==> config.mk <==
export PLATFORM = sky130hd
export DESIGN_NAME = vfi_core
export DESIGN_NICKNAME = d
export VERILOG_FILES = /design/src/logic/vfi_pkg.sv /design/src/logic/vfi_core.sv /design/src/logic/vfi_pending.sv
export SDC_FILE = /design/constraint.sdc
export NUM_CORES = 1
export LEC_CHECK = 0
export ABC_AREA = 1
export ABC_CLOCK_PERIOD_IN_PS = 4400
export BUFFER_PORTS_ARGS = -buffer_cell sky130_fd_sc_hd__buf_2
export CORE_UTILIZATION = 54
export DETAILED_ROUTE_END_ITERATION = 8
export PLACE_DENSITY = 0.81
export SYNTH_ARGS = -nofsm -noshare
export SYNTH_HDL_FRONTEND = slang
export SYNTH_HIERARCHICAL = 1
export SYNTH_SLANG_ARGS = --single-unit
==> constraint.sdc <==
create_clock -name clk -period 4.4 [get_ports clk]
set_input_delay 0.22 -clock clk [delete_from_list [all_inputs] [get_ports clk]]
set_output_delay 0.22 -clock clk [all_outputs]
set_load 0.005 [all_outputs]
==> src/logic/vfi_pkg.sv <==
package vfi_pkg;

	// Register addresses on the core's register port
	localparam logic [7:0] ADDR_PTR_HIGH = 8'hda;
	localparam logic [7:0] ADDR_PTR_LOW = 8'hdb;
	localparam logic [7:0] ADDR_PEND = 8'hd4;
	localparam logic [7:0] ADDR_SYS_MODE = 8'hde;

	// Pending flags register layout
	localparam int PEND_WATCH = 7;
	localparam int PEND_RSVD = 6;
	localparam int PEND_D1_MATCH = 5;
	localparam int PEND_D1_OVF = 4;
	localparam int PEND_D0_MATCH = 3;
	localparam int PEND_D0_OVF = 2;
	localparam int PEND_A_MATCH = 1;
	localparam int PEND_A_OVF = 0;
	localparam logic [7:0] PEND_IMPL_MASK = 8'hbf;
	localparam logic [7:0] PEND_RESET = 8'h00;

	// System mode register fields
	localparam int MODE_GIE = 0;
	localparam int MODE_FAST_EN = 1;
	localparam int MODE_FSEL_LSB = 2;
	localparam int MODE_FSEL_MSB = 4;
	localparam logic [7:0] MODE_RESET = 8'h00;

	// Status flags field
	localparam int FLAG_FAST = 1;

	// Hardware-cleared request levels
	localparam int AUTO_LEVELS = 4;
	localparam logic [3:0] AUTO_RESET = 4'h0;

	// Vector area
	localparam logic [7:0] VEC_PAGE = 8'h00;

	typedef enum logic [11:0] {
		ST_IDLE = 12'h001,
		ST_PUSH_PCL = 12'h002,
		ST_PUSH_PCH = 12'h004,
		ST_PUSH_FLG = 12'h008,
		ST_FETCH_HI = 12'h010,
		ST_FETCH_LO = 12'h020,
		ST_BRANCH = 12'h040,
		ST_RET_FLG = 12'h080,
		ST_RET_PCH = 12'h100,
		ST_RET_PCL = 12'h200,
		ST_RET_DONE = 12'h400,
		ST_FAST = 12'h800
	} vfi_state_t;

endpackage : vfi_pkg

==> src/logic/vfi_core.sv <==
`timescale 1ns/1ps
// How it works
// - Pending flag reads one while its source requests; writing zero clears it.
// - Bit 7 watch timer, 6 reserved, 5..0 timer D1, D0, A match and overflow.
// - Reset clears every implemented pending bit; bit 6 is reserved.
// - Source sets request; core polls, checks level, acknowledges; logic supplies vector.
// - Service needs global enable, unmasked level, top priority, source enable.
// - Acknowledge only at instruction end, then an interrupt machine cycle.
// - Machine cycle first clears global enable, then saves state and vectors.
// - Push order: PC low, PC high, then status flags.
// - Fetch vector high byte then low byte, branch to the 16-bit address.
// - Vectors lie in 00h..FFh and start at even addresses.
// - Interrupt return restores PC and flags and sets global enable.
// - Source pending bit is not cleared by service entry; only a software write of zero clears it.
// - Fast pointer is a read/write pair at DAh high and DBh low.
// - Fast entry loads the PC in the same cycle as acknowledge, far sooner than normal vectored entry.
// - Fast level is mode bits 4..2; fast service active only while bit 1 is set.
// - Any of levels 0 to 7 may be chosen for fast service.
// - Fast entry swaps pointer and PC, shadows flags, sets fast service flag.
// - Fast return swaps back, restores flags from shadow, clears fast flag.
// - Shadow status copy is unaddressed and invisible to software.
// - Hardware-cleared level pendings clear after acknowledge and are unmapped.
// - Fast service flag is status bit 1: one while fast routine runs.
// - Global enable gates everything, fast service included; fast bit alone toggles it.
module vfi_core (
	// Clock and reset
	input wire logic clk,
	input wire logic reset_n,
	// Peripheral events
	input wire logic [7:0] src_event,
	input wire logic [3:0] auto_event,
	output logic [3:0] auto_pending,
	// Winning request from mask and priority logic
	input wire logic win_valid,
	input wire logic [2:0] win_level,
	input wire logic [7:0] win_vector,
	// Core sequencer
	input wire logic instr_end,
	input wire logic ret_req,
	input wire logic gie_on,
	input wire logic gie_off,
	input wire logic [15:0] pc_in,
	input wire logic [7:0] flags_in,
	output logic irq_ack,
	output logic [2:0] ack_level,
	output logic busy,
	// Stack
	output logic push_en,
	output logic [7:0] push_data,
	output logic pop_en,
	input wire logic [7:0] pop_data,
	// Vector fetch
	output logic vec_rd_en,
	output logic [15:0] vec_rd_addr,
	input wire logic [7:0] vec_rd_data,
	// PC and flags load
	output logic pc_load,
	output logic [15:0] pc_value,
	output logic flags_load,
	output logic [7:0] flags_value,
	// Register port
	input wire logic [7:0] reg_addr,
	input wire logic reg_wr,
	input wire logic reg_rd,
	input wire logic [7:0] reg_wdata,
	output logic [7:0] reg_rdata,
	output logic [7:0] sys_mode
);

	logic rst_s1_q;
	logic rst_n_q;
	vfi_pkg::vfi_state_t state_q;
	vfi_pkg::vfi_state_t state_d;
	logic [7:0] mode_q;
	logic [15:0] ptr_q;
	logic [7:0] shadow_q;
	logic [3:0] auto_q;
	logic [7:0] vec_q;
	logic [7:0] hi_q;
	logic [7:0] flg_q;
	logic [7:0] pend_flags;

	// Reset release through two flops
	always_ff @(posedge clk or negedge reset_n) begin
		if (!reset_n) begin
			rst_s1_q <= 1'b0;
			rst_n_q <= 1'b0;
		end else begin
			rst_s1_q <= 1'b1;
			rst_n_q <= rst_s1_q;
		end
	end

	// Register decode
	wire wr_ptr_h = reg_wr & (reg_addr == vfi_pkg::ADDR_PTR_HIGH);
	wire wr_ptr_l = reg_wr & (reg_addr == vfi_pkg::ADDR_PTR_LOW);
	wire wr_pend = reg_wr & (reg_addr == vfi_pkg::ADDR_PEND);
	wire wr_mode = reg_wr & (reg_addr == vfi_pkg::ADDR_SYS_MODE);

	// Service decision
	wire idle = (state_q == vfi_pkg::ST_IDLE);
	wire gie = mode_q[vfi_pkg::MODE_GIE];
	wire [2:0] fast_sel = mode_q[vfi_pkg::MODE_FSEL_MSB:vfi_pkg::MODE_FSEL_LSB];
	wire take_ret = idle & instr_end & ret_req;
	wire take_irq = idle & instr_end & ~ret_req & win_valid & gie;
	wire is_fast = mode_q[vfi_pkg::MODE_FAST_EN] & (win_level == fast_sel);
	wire fast_ret = take_ret & flags_in[vfi_pkg::FLAG_FAST];
	wire [7:0] vec_even = {win_vector[7:1], 1'b0};

	vfi_pending u_pending (
		.clk(clk),
		.rst_n(rst_n_q),
		.src_event(src_event),
		.wr_en(wr_pend),
		.wr_data(reg_wdata),
		.flags(pend_flags)
	);

	// Next state
	always_comb begin
		state_d = state_q;
		case (state_q)
			vfi_pkg::ST_IDLE: begin
				if (take_ret && flags_in[vfi_pkg::FLAG_FAST]) begin
					state_d = vfi_pkg::ST_FAST;
				end else if (take_ret) begin
					state_d = vfi_pkg::ST_RET_FLG;
				end else if (take_irq && is_fast) begin
					state_d = vfi_pkg::ST_FAST;
				end else if (take_irq) begin
					state_d = vfi_pkg::ST_PUSH_PCL;
				end
			end
			vfi_pkg::ST_PUSH_PCL: state_d = vfi_pkg::ST_PUSH_PCH;
			vfi_pkg::ST_PUSH_PCH: state_d = vfi_pkg::ST_PUSH_FLG;
			vfi_pkg::ST_PUSH_FLG: state_d = vfi_pkg::ST_FETCH_HI;
			vfi_pkg::ST_FETCH_HI: state_d = vfi_pkg::ST_FETCH_LO;
			vfi_pkg::ST_FETCH_LO: state_d = vfi_pkg::ST_BRANCH;
			vfi_pkg::ST_BRANCH: state_d = vfi_pkg::ST_IDLE;
			vfi_pkg::ST_RET_FLG: state_d = vfi_pkg::ST_RET_PCH;
			vfi_pkg::ST_RET_PCH: state_d = vfi_pkg::ST_RET_PCL;
			vfi_pkg::ST_RET_PCL: state_d = vfi_pkg::ST_RET_DONE;
			vfi_pkg::ST_RET_DONE: state_d = vfi_pkg::ST_IDLE;
			vfi_pkg::ST_FAST: state_d = vfi_pkg::ST_IDLE;
			default: state_d = vfi_pkg::ST_IDLE;
		endcase
	end

	always_ff @(posedge clk or negedge rst_n_q) begin
		if (!rst_n_q) begin
			state_q <= vfi_pkg::ST_IDLE;
		end else begin
			state_q <= state_d;
		end
	end

	// System mode register: sequencer wins over software
	always_ff @(posedge clk or negedge rst_n_q) begin
		if (!rst_n_q) begin
			mode_q <= vfi_pkg::MODE_RESET;
		end else if (take_irq) begin
			mode_q[vfi_pkg::MODE_GIE] <= 1'b0;
		end else if (take_ret) begin
			mode_q[vfi_pkg::MODE_GIE] <= 1'b1;
		end else if (gie_on || gie_off) begin
			mode_q[vfi_pkg::MODE_GIE] <= gie_on;
		end else if (wr_mode) begin
			mode_q <= reg_wdata;
		end
	end

	// Fast pointer: swap on fast entry and fast return, else software
	always_ff @(posedge clk) begin
		if ((take_irq && is_fast) || fast_ret) begin
			ptr_q <= pc_in;
		end else if (wr_ptr_h) begin
			ptr_q[15:8] <= reg_wdata;
		end else if (wr_ptr_l) begin
			ptr_q[7:0] <= reg_wdata;
		end
	end

	// Shadow status copy, never on the register port
	always_ff @(posedge clk) begin
		if (take_irq && is_fast) begin
			shadow_q <= flags_in;
		end
	end

	// Hardware-cleared level pendings; a new event beats the ack clear
	genvar g;
	generate
		for (g = 0; g < vfi_pkg::AUTO_LEVELS; g++) begin : g_auto
			always_ff @(posedge clk or negedge rst_n_q) begin
				if (!rst_n_q) begin
					auto_q[g] <= vfi_pkg::AUTO_RESET[g];
				end else begin
					auto_q[g] <= auto_event[g] |
						(auto_q[g] & ~(take_irq & (win_level == 3'(g))));
				end
			end
		end
	endgenerate
	assign auto_pending = auto_q;

	// Captured vector and data
	always_ff @(posedge clk or negedge rst_n_q) begin
		if (!rst_n_q) begin
			vec_q <= 8'h00;
			hi_q <= 8'h00;
			flg_q <= 8'h00;
		end else begin
			if (take_irq) begin
				vec_q <= vec_even;
			end
			if (state_q == vfi_pkg::ST_FETCH_LO || state_q == vfi_pkg::ST_RET_PCL) begin
				hi_q <= (state_q == vfi_pkg::ST_FETCH_LO) ? vec_rd_data : pop_data;
			end
			if (state_q == vfi_pkg::ST_RET_PCH) begin
				flg_q <= pop_data;
			end
		end
	end

	// Acknowledge and sequencer outputs
	always_ff @(posedge clk or negedge rst_n_q) begin
		if (!rst_n_q) begin
			irq_ack <= 1'b0;
			ack_level <= 3'h0;
			push_en <= 1'b0;
			push_data <= 8'h00;
			pop_en <= 1'b0;
			vec_rd_en <= 1'b0;
			vec_rd_addr <= 16'h0000;
		end else begin
			irq_ack <= take_irq;
			if (take_irq) begin
				ack_level <= win_level;
			end
			push_en <= (state_d == vfi_pkg::ST_PUSH_PCL) | (state_q == vfi_pkg::ST_PUSH_PCL) |
				(state_q == vfi_pkg::ST_PUSH_PCH);
			if (take_irq) begin
				push_data <= pc_in[7:0];
			end else if (state_q == vfi_pkg::ST_PUSH_PCL) begin
				push_data <= pc_in[15:8];
			end else if (state_q == vfi_pkg::ST_PUSH_PCH) begin
				push_data <= flags_in;
			end
			pop_en <= (take_ret & ~fast_ret) | (state_q == vfi_pkg::ST_RET_FLG) |
				(state_q == vfi_pkg::ST_RET_PCH);
			vec_rd_en <= (state_q == vfi_pkg::ST_PUSH_FLG) | (state_q == vfi_pkg::ST_FETCH_HI);
			if (state_q == vfi_pkg::ST_PUSH_FLG) begin
				vec_rd_addr <= {vfi_pkg::VEC_PAGE, vec_q};
			end else if (state_q == vfi_pkg::ST_FETCH_HI) begin
				vec_rd_addr <= {vfi_pkg::VEC_PAGE, vec_q[7:1], 1'b1};
			end
		end
	end

	// PC and flags loads
	always_ff @(posedge clk or negedge rst_n_q) begin
		if (!rst_n_q) begin
			pc_load <= 1'b0;
			pc_value <= 16'h0000;
			flags_load <= 1'b0;
			flags_value <= 8'h00;
		end else begin
			pc_load <= (take_irq & is_fast) | fast_ret | (state_q == vfi_pkg::ST_BRANCH) |
				(state_q == vfi_pkg::ST_RET_DONE);
			flags_load <= (take_irq & is_fast) | fast_ret | (state_q == vfi_pkg::ST_RET_DONE);
			if ((take_irq && is_fast) || fast_ret) begin
				pc_value <= ptr_q;
			end else if (state_q == vfi_pkg::ST_BRANCH) begin
				pc_value <= {hi_q, vec_rd_data};
			end else if (state_q == vfi_pkg::ST_RET_DONE) begin
				pc_value <= {hi_q, pop_data};
			end
			if (take_irq && is_fast) begin
				flags_value <= flags_in | (8'h01 << vfi_pkg::FLAG_FAST);
			end else if (fast_ret) begin
				flags_value <= shadow_q & ~(8'h01 << vfi_pkg::FLAG_FAST);
			end else if (state_q == vfi_pkg::ST_RET_DONE) begin
				flags_value <= flg_q;
			end
		end
	end

	// Register read port
	always_ff @(posedge clk or negedge rst_n_q) begin
		if (!rst_n_q) begin
			reg_rdata <= 8'h00;
		end else if (reg_rd) begin
			case (reg_addr)
				vfi_pkg::ADDR_PTR_HIGH: reg_rdata <= ptr_q[15:8];
				vfi_pkg::ADDR_PTR_LOW: reg_rdata <= ptr_q[7:0];
				vfi_pkg::ADDR_PEND: reg_rdata <= pend_flags;
				vfi_pkg::ADDR_SYS_MODE: reg_rdata <= mode_q;
				default: reg_rdata <= 8'h00;
			endcase
		end
	end

	assign busy = ~idle;
	assign sys_mode = mode_q;

	property p_ack_needs_gie;
		@(posedge clk) disable iff (!rst_n_q)
		irq_ack |-> $past(instr_end) && $past(mode_q[vfi_pkg::MODE_GIE]);
	endproperty
	a_ack_needs_gie: assert property (p_ack_needs_gie) else $error("ack without enable");

	property p_ack_clears_gie;
		@(posedge clk) disable iff (!rst_n_q)
		irq_ack |-> !mode_q[vfi_pkg::MODE_GIE];
	endproperty
	a_ack_clears_gie: assert property (p_ack_clears_gie) else $error("enable kept on ack");

	property p_push_order;
		@(posedge clk) disable iff (!rst_n_q)
		(take_irq && !is_fast) ##1 1'b1 |-> push_en [*3] ##1 !push_en;
	endproperty
	a_push_order: assert property (p_push_order) else $error("three pushes expected");

	property p_push_first_low;
		@(posedge clk) disable iff (!rst_n_q)
		(take_irq && !is_fast) |=> push_data == $past(pc_in[7:0]);
	endproperty
	a_push_first_low: assert property (p_push_first_low) else $error("first push not PC low");

	property p_vec_even;
		@(posedge clk) disable iff (!rst_n_q)
		vec_rd_en && !$past(vec_rd_en) |-> vec_rd_addr[15:8] == 8'h00 && !vec_rd_addr[0];
	endproperty
	a_vec_even: assert property (p_vec_even) else $error("vector not even in low page");

	property p_normal_entry;
		@(posedge clk) disable iff (!rst_n_q)
		(take_irq && !is_fast) |-> ##7 pc_load;
	endproperty
	a_normal_entry: assert property (p_normal_entry) else $error("vector branch late");

	property p_fast_entry;
		@(posedge clk) disable iff (!rst_n_q)
		(take_irq && is_fast) |=> pc_load && pc_value == $past(ptr_q) && ptr_q == $past(pc_in)
			&& flags_value[vfi_pkg::FLAG_FAST];
	endproperty
	a_fast_entry: assert property (p_fast_entry) else $error("fast entry swap wrong");

	property p_fast_ret;
		@(posedge clk) disable iff (!rst_n_q)
		fast_ret |=> flags_load && !flags_value[vfi_pkg::FLAG_FAST] && pc_value == $past(ptr_q);
	endproperty
	a_fast_ret: assert property (p_fast_ret) else $error("fast return restore wrong");

	property p_ret_gie;
		@(posedge clk) disable iff (!rst_n_q)
		take_ret |=> mode_q[vfi_pkg::MODE_GIE];
	endproperty
	a_ret_gie: assert property (p_ret_gie) else $error("return left enable clear");

endmodule : vfi_core

==> src/logic/vfi_pending.sv <==
`timescale 1ns/1ps
module vfi_pending (
	// Clock and reset
	input wire logic clk,
	input wire logic rst_n,
	// Source events
	input wire logic [7:0] src_event,
	// Register write
	input wire logic wr_en,
	input wire logic [7:0] wr_data,
	// Flag state
	output logic [7:0] flags
);

	logic [7:0] pend_q;
	logic [7:0] pend_d;

	genvar i;
	generate
		for (i = 0; i < 8; i++) begin : g_bit
			if (vfi_pkg::PEND_IMPL_MASK[i]) begin : g_impl
				// Set wins over a clearing write; writing one keeps the bit
				assign pend_d[i] = src_event[i] | (pend_q[i] & ~(wr_en & ~wr_data[i]));
			end else begin : g_rsvd
				assign pend_d[i] = 1'b0;
			end
		end
	endgenerate

	always_ff @(posedge clk or negedge rst_n) begin
		if (!rst_n) begin
			pend_q <= vfi_pkg::PEND_RESET;
		end else begin
			pend_q <= pend_d;
		end
	end

	assign flags = pend_q & vfi_pkg::PEND_IMPL_MASK;

	property p_pend_clear;
		@(posedge clk) disable iff (!rst_n)
		(wr_en && !wr_data[vfi_pkg::PEND_WATCH] && !src_event[vfi_pkg::PEND_WATCH])
			|=> !flags[vfi_pkg::PEND_WATCH];
	endproperty
	a_pend_clear: assert property (p_pend_clear) else $error("pending bit not cleared");

	property p_pend_keep;
		@(posedge clk) disable iff (!rst_n)
		(wr_en && wr_data[vfi_pkg::PEND_A_OVF] && flags[vfi_pkg::PEND_A_OVF])
			|=> flags[vfi_pkg::PEND_A_OVF];
	endproperty
	a_pend_keep: assert property (p_pend_keep) else $error("write of one lost a flag");

endmodule : vfi_pending

# --- Word-level counts from Yosys, hierarchy flattened ---
# Index checks and enable logic that the tools add are counted.
classes:
  n_addsub: 0
  mul: 0
  div: 0
  n_lt_le_gt_ge: 0
  eq_ne: 21
  shift: 0
  muxes: 26
  bitwise: 79
  reduce_logical: 15
ops:
  columns: ["op", "count"]
  rows:
  - ["$pmux 12 s9", 1]
  - ["$mux 16", 6]
  - ["$mux 8", 10]
  - ["$mux 12", 4]
  - ["$and 1x1->1", 35]
  - ["$eq 8x8->1 const B", 4]
  - ["$pmux 8 s4", 1]
  - ["$eq 12x2->1 const B", 2]
  - ["$not 1->1", 24]
  - ["$or 1x1->1", 20]
  - ["$eq 12x1->1 const B", 1]
  - ["$eq 12x10->1 const B", 1]
  - ["$eq 12x11->1 const B", 1]
  - ["$eq 12x3->1 const B", 1]
  - ["$eq 12x4->1 const B", 1]
  - ["$eq 12x5->1 const B", 1]
  - ["$eq 12x6->1 const B", 1]
  - ["$eq 12x7->1 const B", 1]
  - ["$eq 12x8->1 const B", 1]
  - ["$eq 12x9->1 const B", 1]
  - ["$reduce_bool 3->1", 3]
  - ["$eq 3x2->1 const B", 2]
  - ["$reduce_bool 2->1", 3]
  - ["$mux 1", 4]
  - ["9 further kinds", 12]
totals:
  regBits: 145
  latchBits: 0
  ram_bits: 0
  rom_bits: 0
  output_inout_bits: 78
  wordCells: 169
  mem_count: 0

# --- Logic depth before layout (Yosys ltp) ---
logic_depth:
  ltp_word: 13
  mapped_depth: 12
  ltp_nobuf: 11

# --- Modules after synthesis ---
# The synthesis kept the hierarchy.
modules_own_cells:
  columns: ["mod", "instances", "cells_each", "area_each_um2", "seq_area_each_um2"]
  rows:
  - ["vfi_core", 1, 766, 6291.0, 3344.5]
  - ["vfi_pending", 1, 44, 317.8, 175.2]

# --- Least setup slack after synthesis ---
# No wires, ideal clock.
synth_timing:
  path_kind: "flip-flop to flip-flop"
  startpoint: "register state_q[0]"
  endpoint: "register ptr_q[0] (enable)"
  setup_ps: 384
  arrival_ps: 1805
  t_required_ps: 4016
  path_slack_ps: 2211
  path_stages_with_launch: 8
  path_buffers: 1
  path_cell_list: "dfstp_2 > nand2_1 > nor2_2 > nand4_1 > nor2_4 > nor2_2 > clkbuf_1 > o21ai_0"
synth_between:
  elab_chain_cells: 9
  elab_cells_between_ends: 12
  cone_classes: "eq/ne (2); bitwise (6); reduce/logical (4)"
synth_rtl:
  columns: ["item", "line", "rtl"]
  rows:
  - ["start: declaration", "vfi_core.sv:72", "vfi_pkg::vfi_state_t state_q;"]
  - ["start signal: assignment", "vfi_core.sv:151", "state_q <= vfi_pkg::ST_IDLE;"]
  - ["start signal: assignment", "vfi_core.sv:153", "state_q <= state_d;"]
  - ["$eq 12x1->1 (*)", "vfi_core.sv:101", "wire idle = (state_q == vfi_pkg::ST_IDLE);"]
  - ["$and 1x1->1 (*)", "vfi_core.sv:104, vfi_core.sv:105", null]
  - ["$and 1x1->1 (3 in a row)", "vfi_core.sv:105", "wire take_irq = idle & instr_end & ~ret_req & win_valid & gie;"]
  - ["$logic_and 1x1->1", "vfi_core.sv:174", "if ((take_irq && is_fast) || fast_ret) begin"]
  - ["$logic_or 1x1->1 (*)", "vfi_core.sv:174", null]
  - ["$ne 2x1->1 (no source line) / $reduce_bool 2->1 (equally long branches)", null, null]
  - ["$reduce_and 2->1 (no source line) (*)", null, null]
  - ["end signal: assignment", "vfi_core.sv:175", "ptr_q <= pc_in;"]
  - ["end signal: assignment", "vfi_core.sv:179", "ptr_q[7:0] <= reg_wdata;"]
  - ["end: declaration", "vfi_core.sv:75", "logic [15:0] ptr_q;"]
# Every way passes the cells marked *; elsewhere a longest branch is shown, timed or not.
# A chain may end at the register's enable or synchronous reset.

# --- Final worst setup path ---
layout_timing:
  startpoint: "register state_q[9]"
  endpoint: "register pc_value[10]"
layout_between:
  elab_chain_cells: 8
  elab_cells_between_ends: 14
  cone_classes: "eq/ne (3); mux (2); bitwise (6); reduce/logical (3)"
layout_rtl:
  columns: ["item", "line", "rtl"]
  rows:
  - ["$eq 12x1->1", "vfi_core.sv:101", null]
  - ["$and 1x1->1", "vfi_core.sv:104, vfi_core.sv:105", null]
  - ["$and 1x1->1 (3 in a row)", "vfi_core.sv:105", null]
  - ["$logic_and 1x1->1", "vfi_core.sv:271", "if ((take_irq && is_fast) || fast_ret) begin"]
  - ["$logic_or 1x1->1", "vfi_core.sv:271", null]
  - ["$reduce_bool 3->1 (no source line) / $mux 16 (equally long branches)", null, null]
  - ["end signal: assignment", "vfi_core.sv:272", "pc_value <= ptr_q;"]
  - ["end signal: assignment", "vfi_core.sv:274", "pc_value <= {hi_q, vec_rd_data};"]
  - ["end signal: assignment", "vfi_core.sv:276", "pc_value <= {hi_q, pop_data};"]
  - ["end: declaration", "vfi_core.sv:58", "output logic [15:0] pc_value,"]
# Several ways; a longest one is shown, not always the timed one.

==> impl_results.md <==
* CTS max path bufs at 2
* RSZ-0062 raised after global routing: false
* Initial antenna violation count at 0
* Slew @ Worst Pin at 1070 ps
* RR Startpoint: state_q[9]$_DFF_PN0_
* Max Slew Vio Count at 0
* Most used DFF post-synth: dfrtp_1
* Die Y-Extent at 113 um
* IO Pins at 166
* DR vias at about 6.0k
* Internal Power at 2.79 mW
* Largest net degree at the start of global routing at 80
* Number of flops mapped to enable cells by yosys at 23
* WP buf/inv at 0
* Worst EP required at roughly 4700 ps
* Comb pwr share at 0.224
* Remaining DRCs at 0
* Clk slew on worst S/H paths at roughly 60 ps
* Inst Count DP at 1,090
* Initial core utilization at 0.553
* CORE AREA at 12,000 sq um
* Row cnt at 40
* Max VDD drop at ~0.42 mV
* Finished Layout Cells at 1,144
* Final HPWL DP at 12,500 um
* Hold Path Origin: flags_in[3]
* Async S/R FF share, synth at 0.831
* Outcome: finished clean
* Detailed Route WL at 17,800 um
* Cell Chain, Critical Path: nor2_4 > nand2_4 > nor2_8 > nand3_4 > nor2_4 > nand2_2 > nand2_4 > nor2_4 > nand3_1 > nand2_1
* Diodes inserted at 0
* Lkg Pwr at 4.46 nW
* # resized after CTS at 0
* Drt pass-1 iters at 5
* Commonest cells in the netlist: nand2_1 (291), dfrtp_1 (112), inv_1 (87), o21ai_0 (87), nand3_1 (69)
* Netlist cell types at 38
* CP arrival at ~3200 ps
* Final setup vio count at 0
* Area of the mapped netlist at around 6600 sq um
* Final Skew at 12.2 ps
* YS warnings at 6
* Final Hold Fails at 0
* Final ANT Viol Nets at 0
* Vias/cell at 5.25
* Max Cap Violations at 0
* Routability congestion estimate at 0.929
* Clock Sinks at about 140
* CTS tree: built
* Die width at 113 um
* Pwr/cell area at 494 nW/um^2
* Critical path endpoint category: register
* FMAX at 344 MHz
* Yosys reg bits at 136
* Hold crit path type: in -> reg
* CTS Buf Count at 17
* Vias in the first global route at 5,825
* Cell mode on critical path: nor2_4
* Dpl ws at 1600 ps
* Postcts setup bufs at 0
* Syn Inst Count at between 800 and 900
* Tmin final at 2900 ps
* Crit-path max FO at 32
* Nets at around 1.1k
* Area Overhead vs Synth at 24.2%
* Sw Ratio at 0.311
* Sequential cell area fraction in the yosys report at 0.533
* Worst skew pair latency at 440 ps
* DRT iter0 DRCs at 491
* Worst Slack Setup Final at 1500 ps
* CTS H-tree depth at 4
* Die area at 12,700 sq um
* Fin crit share at 0.660
* Sw Pwr at between 1 and 1.5 mW
* Total Routing Usage GR at 0.301
* Drt wl/cell at ~16 um
* Crit Path Class: reg -> reg
* Post-synth top area cell: dfrtp_1
* Fin Setup TNS at 0 ps
* Largest cells by area after synthesis: dfrtp_1 (42%), nand2_1 (17%), edfxtp_1 (10%)
* First-pass GRT wire length at 29,000 um
* Root Driver: clkbuf_16
* Crit path max-delay family: simple AND/OR/NAND/NOR gates
* Startpoint Class: register
* IO Port Bufs at 155
* Synth top area share at 0.424
* Filler Cell Count at 925
* Rel. slew slack at 0.278
* CP max stage cell: nand2_2
* Setup crit start: state_q[9]$_DFF_PN0_
* Final Power at 4.05 mW
* Avg Inst Size Synth at 8.16 sq um
* Reg power frac at 0.432
* Count leader, synth: nand2_1
* Fraction of layout cells with a size suffix above 1 at 0.219
* GRT Residual Overflow at 0
* Max incr delay on CP at around 520 ps
* Clock share of power at 0.344
[path summary, 6_finish.rpt]
| check | to | slack, ps | cells past startpoint |
|---|---|---|---|
| setup / recovery | pc_value[10]$_DFFE_PN0P_ | 1500 | 10 |
| hold / removal | shadow_q[3]$_DFFE_PP_ | 20 | 1 |
| setup reg to reg | pc_value[10]$_DFFE_PN0P_ | 1500 | 10 |
| hold reg to reg | rst_n_q$_DFF_PN0_ | 350 | 0 |
| max in group asynchronous | reg_rdata[0]$_DFFE_PN0P_ | 2900 | 1 |
| min in group asynchronous | rst_s1_q$_DFF_PN0_ | 110 | 2 |
[per-layer routing]
metal	track usage	wire, um	vias up
met5	0	0	-
met4	0.118	429	0
met3	0.0794	1390	27
met2	0.478	8290	260
met1	0.397	7670	2797
li1	-	-	2922
[cell usage in the layout, fill, tap and decap left out, drive strengths merged, types with 4 or more instances in the layout]
| master | count |
|---|---|
| nand2 | 299 |
| buf | 158 |
| dfrtp | 112 |
| inv | 91 |
| o21ai | 88 |
| nand3 | 71 |
| nor2 | 44 |
| edfxtp | 23 |
| dlygate4sd3 | 22 |
| clkbuf | 17 |
| a21oi | 11 |
| nand4 | 10 |
| conb | 10 |
| clkinv | 9 |
| or2 | 7 |
| nor3 | 6 |
| clkinvlp | 4 |
[cell type report]
cell class | count | area, sq um | area share
Timing Repair Buffer | 180 | 1020 | 0.124
Clock inverter | 15 | 153 | 0.0186
Sequential cell | 136 | 3520 | 0.429
Inverter | 91 | 342 | 0.0416
Multi-Input combinational cell | 558 | 2560 | 0.312
Clock buffer | 17 | 425 | 0.0518
Tap cell | 147 | 184 | 0.0224
[registers in the layout (all words and copies together), names as in the netlist, 8 cells and up]
signal       count
pc_value        16
ptr_q           16
state_q         12
flags_value      8
flg_q            8
hi_q             8
push_data        8
reg_rdata        8
sys_mode         8
vec_rd_addr      8
[cells by family (layout without fill, tap and decap cells)]
kind of cell / Yosys count / after routing / synth area share
buf+inv: 123 / 303 / 0.0833
simple gates: 442 / 442 / 0.299
compound gates: 104 / 104 / 0.0807
xor+xnor: 2 / 2 / 0.00265
flops: 136 / 136 / 0.533
other cells: 3 / 10 / 0.00170
[power by group through the flow]
| stage | registers, mW | logic [mW] | clock network [mW] |
|---|---|---|---|
| floorplan | 1.75 | 0.512 | 0 |
| global placement | 1.76 | 0.861 | 0 |
| detailed placement | 1.76 | 0.884 | 0 |
| CTS | 1.75 | 0.908 | 1.40 |
| global route | 1.78 | 1.03 | 1.46 |
| finish | 1.75 | 0.909 | 1.39 |
[timing repair]
| item | CTS | global route |
|---|---|---|
| endpoints found under the setup margin | 0 | 0 |
| hold endpoints to repair | 23 | 0 |
| hold buffers | 22 | 0 |
[stage by stage]
stage,util,hold slack (ps),area (sq um)
6_report,0.686,19.2,8210
5_1_grt,0.686,18.2,8210
4_1_cts,0.686,9.08,8210
3_5_place_dp,0.620,8.05,7410
3_3_place_gp,0.620,7.52,7410
2_1_floorplan,-,-75.6,6640
Power figures use the tool's default switching activity.
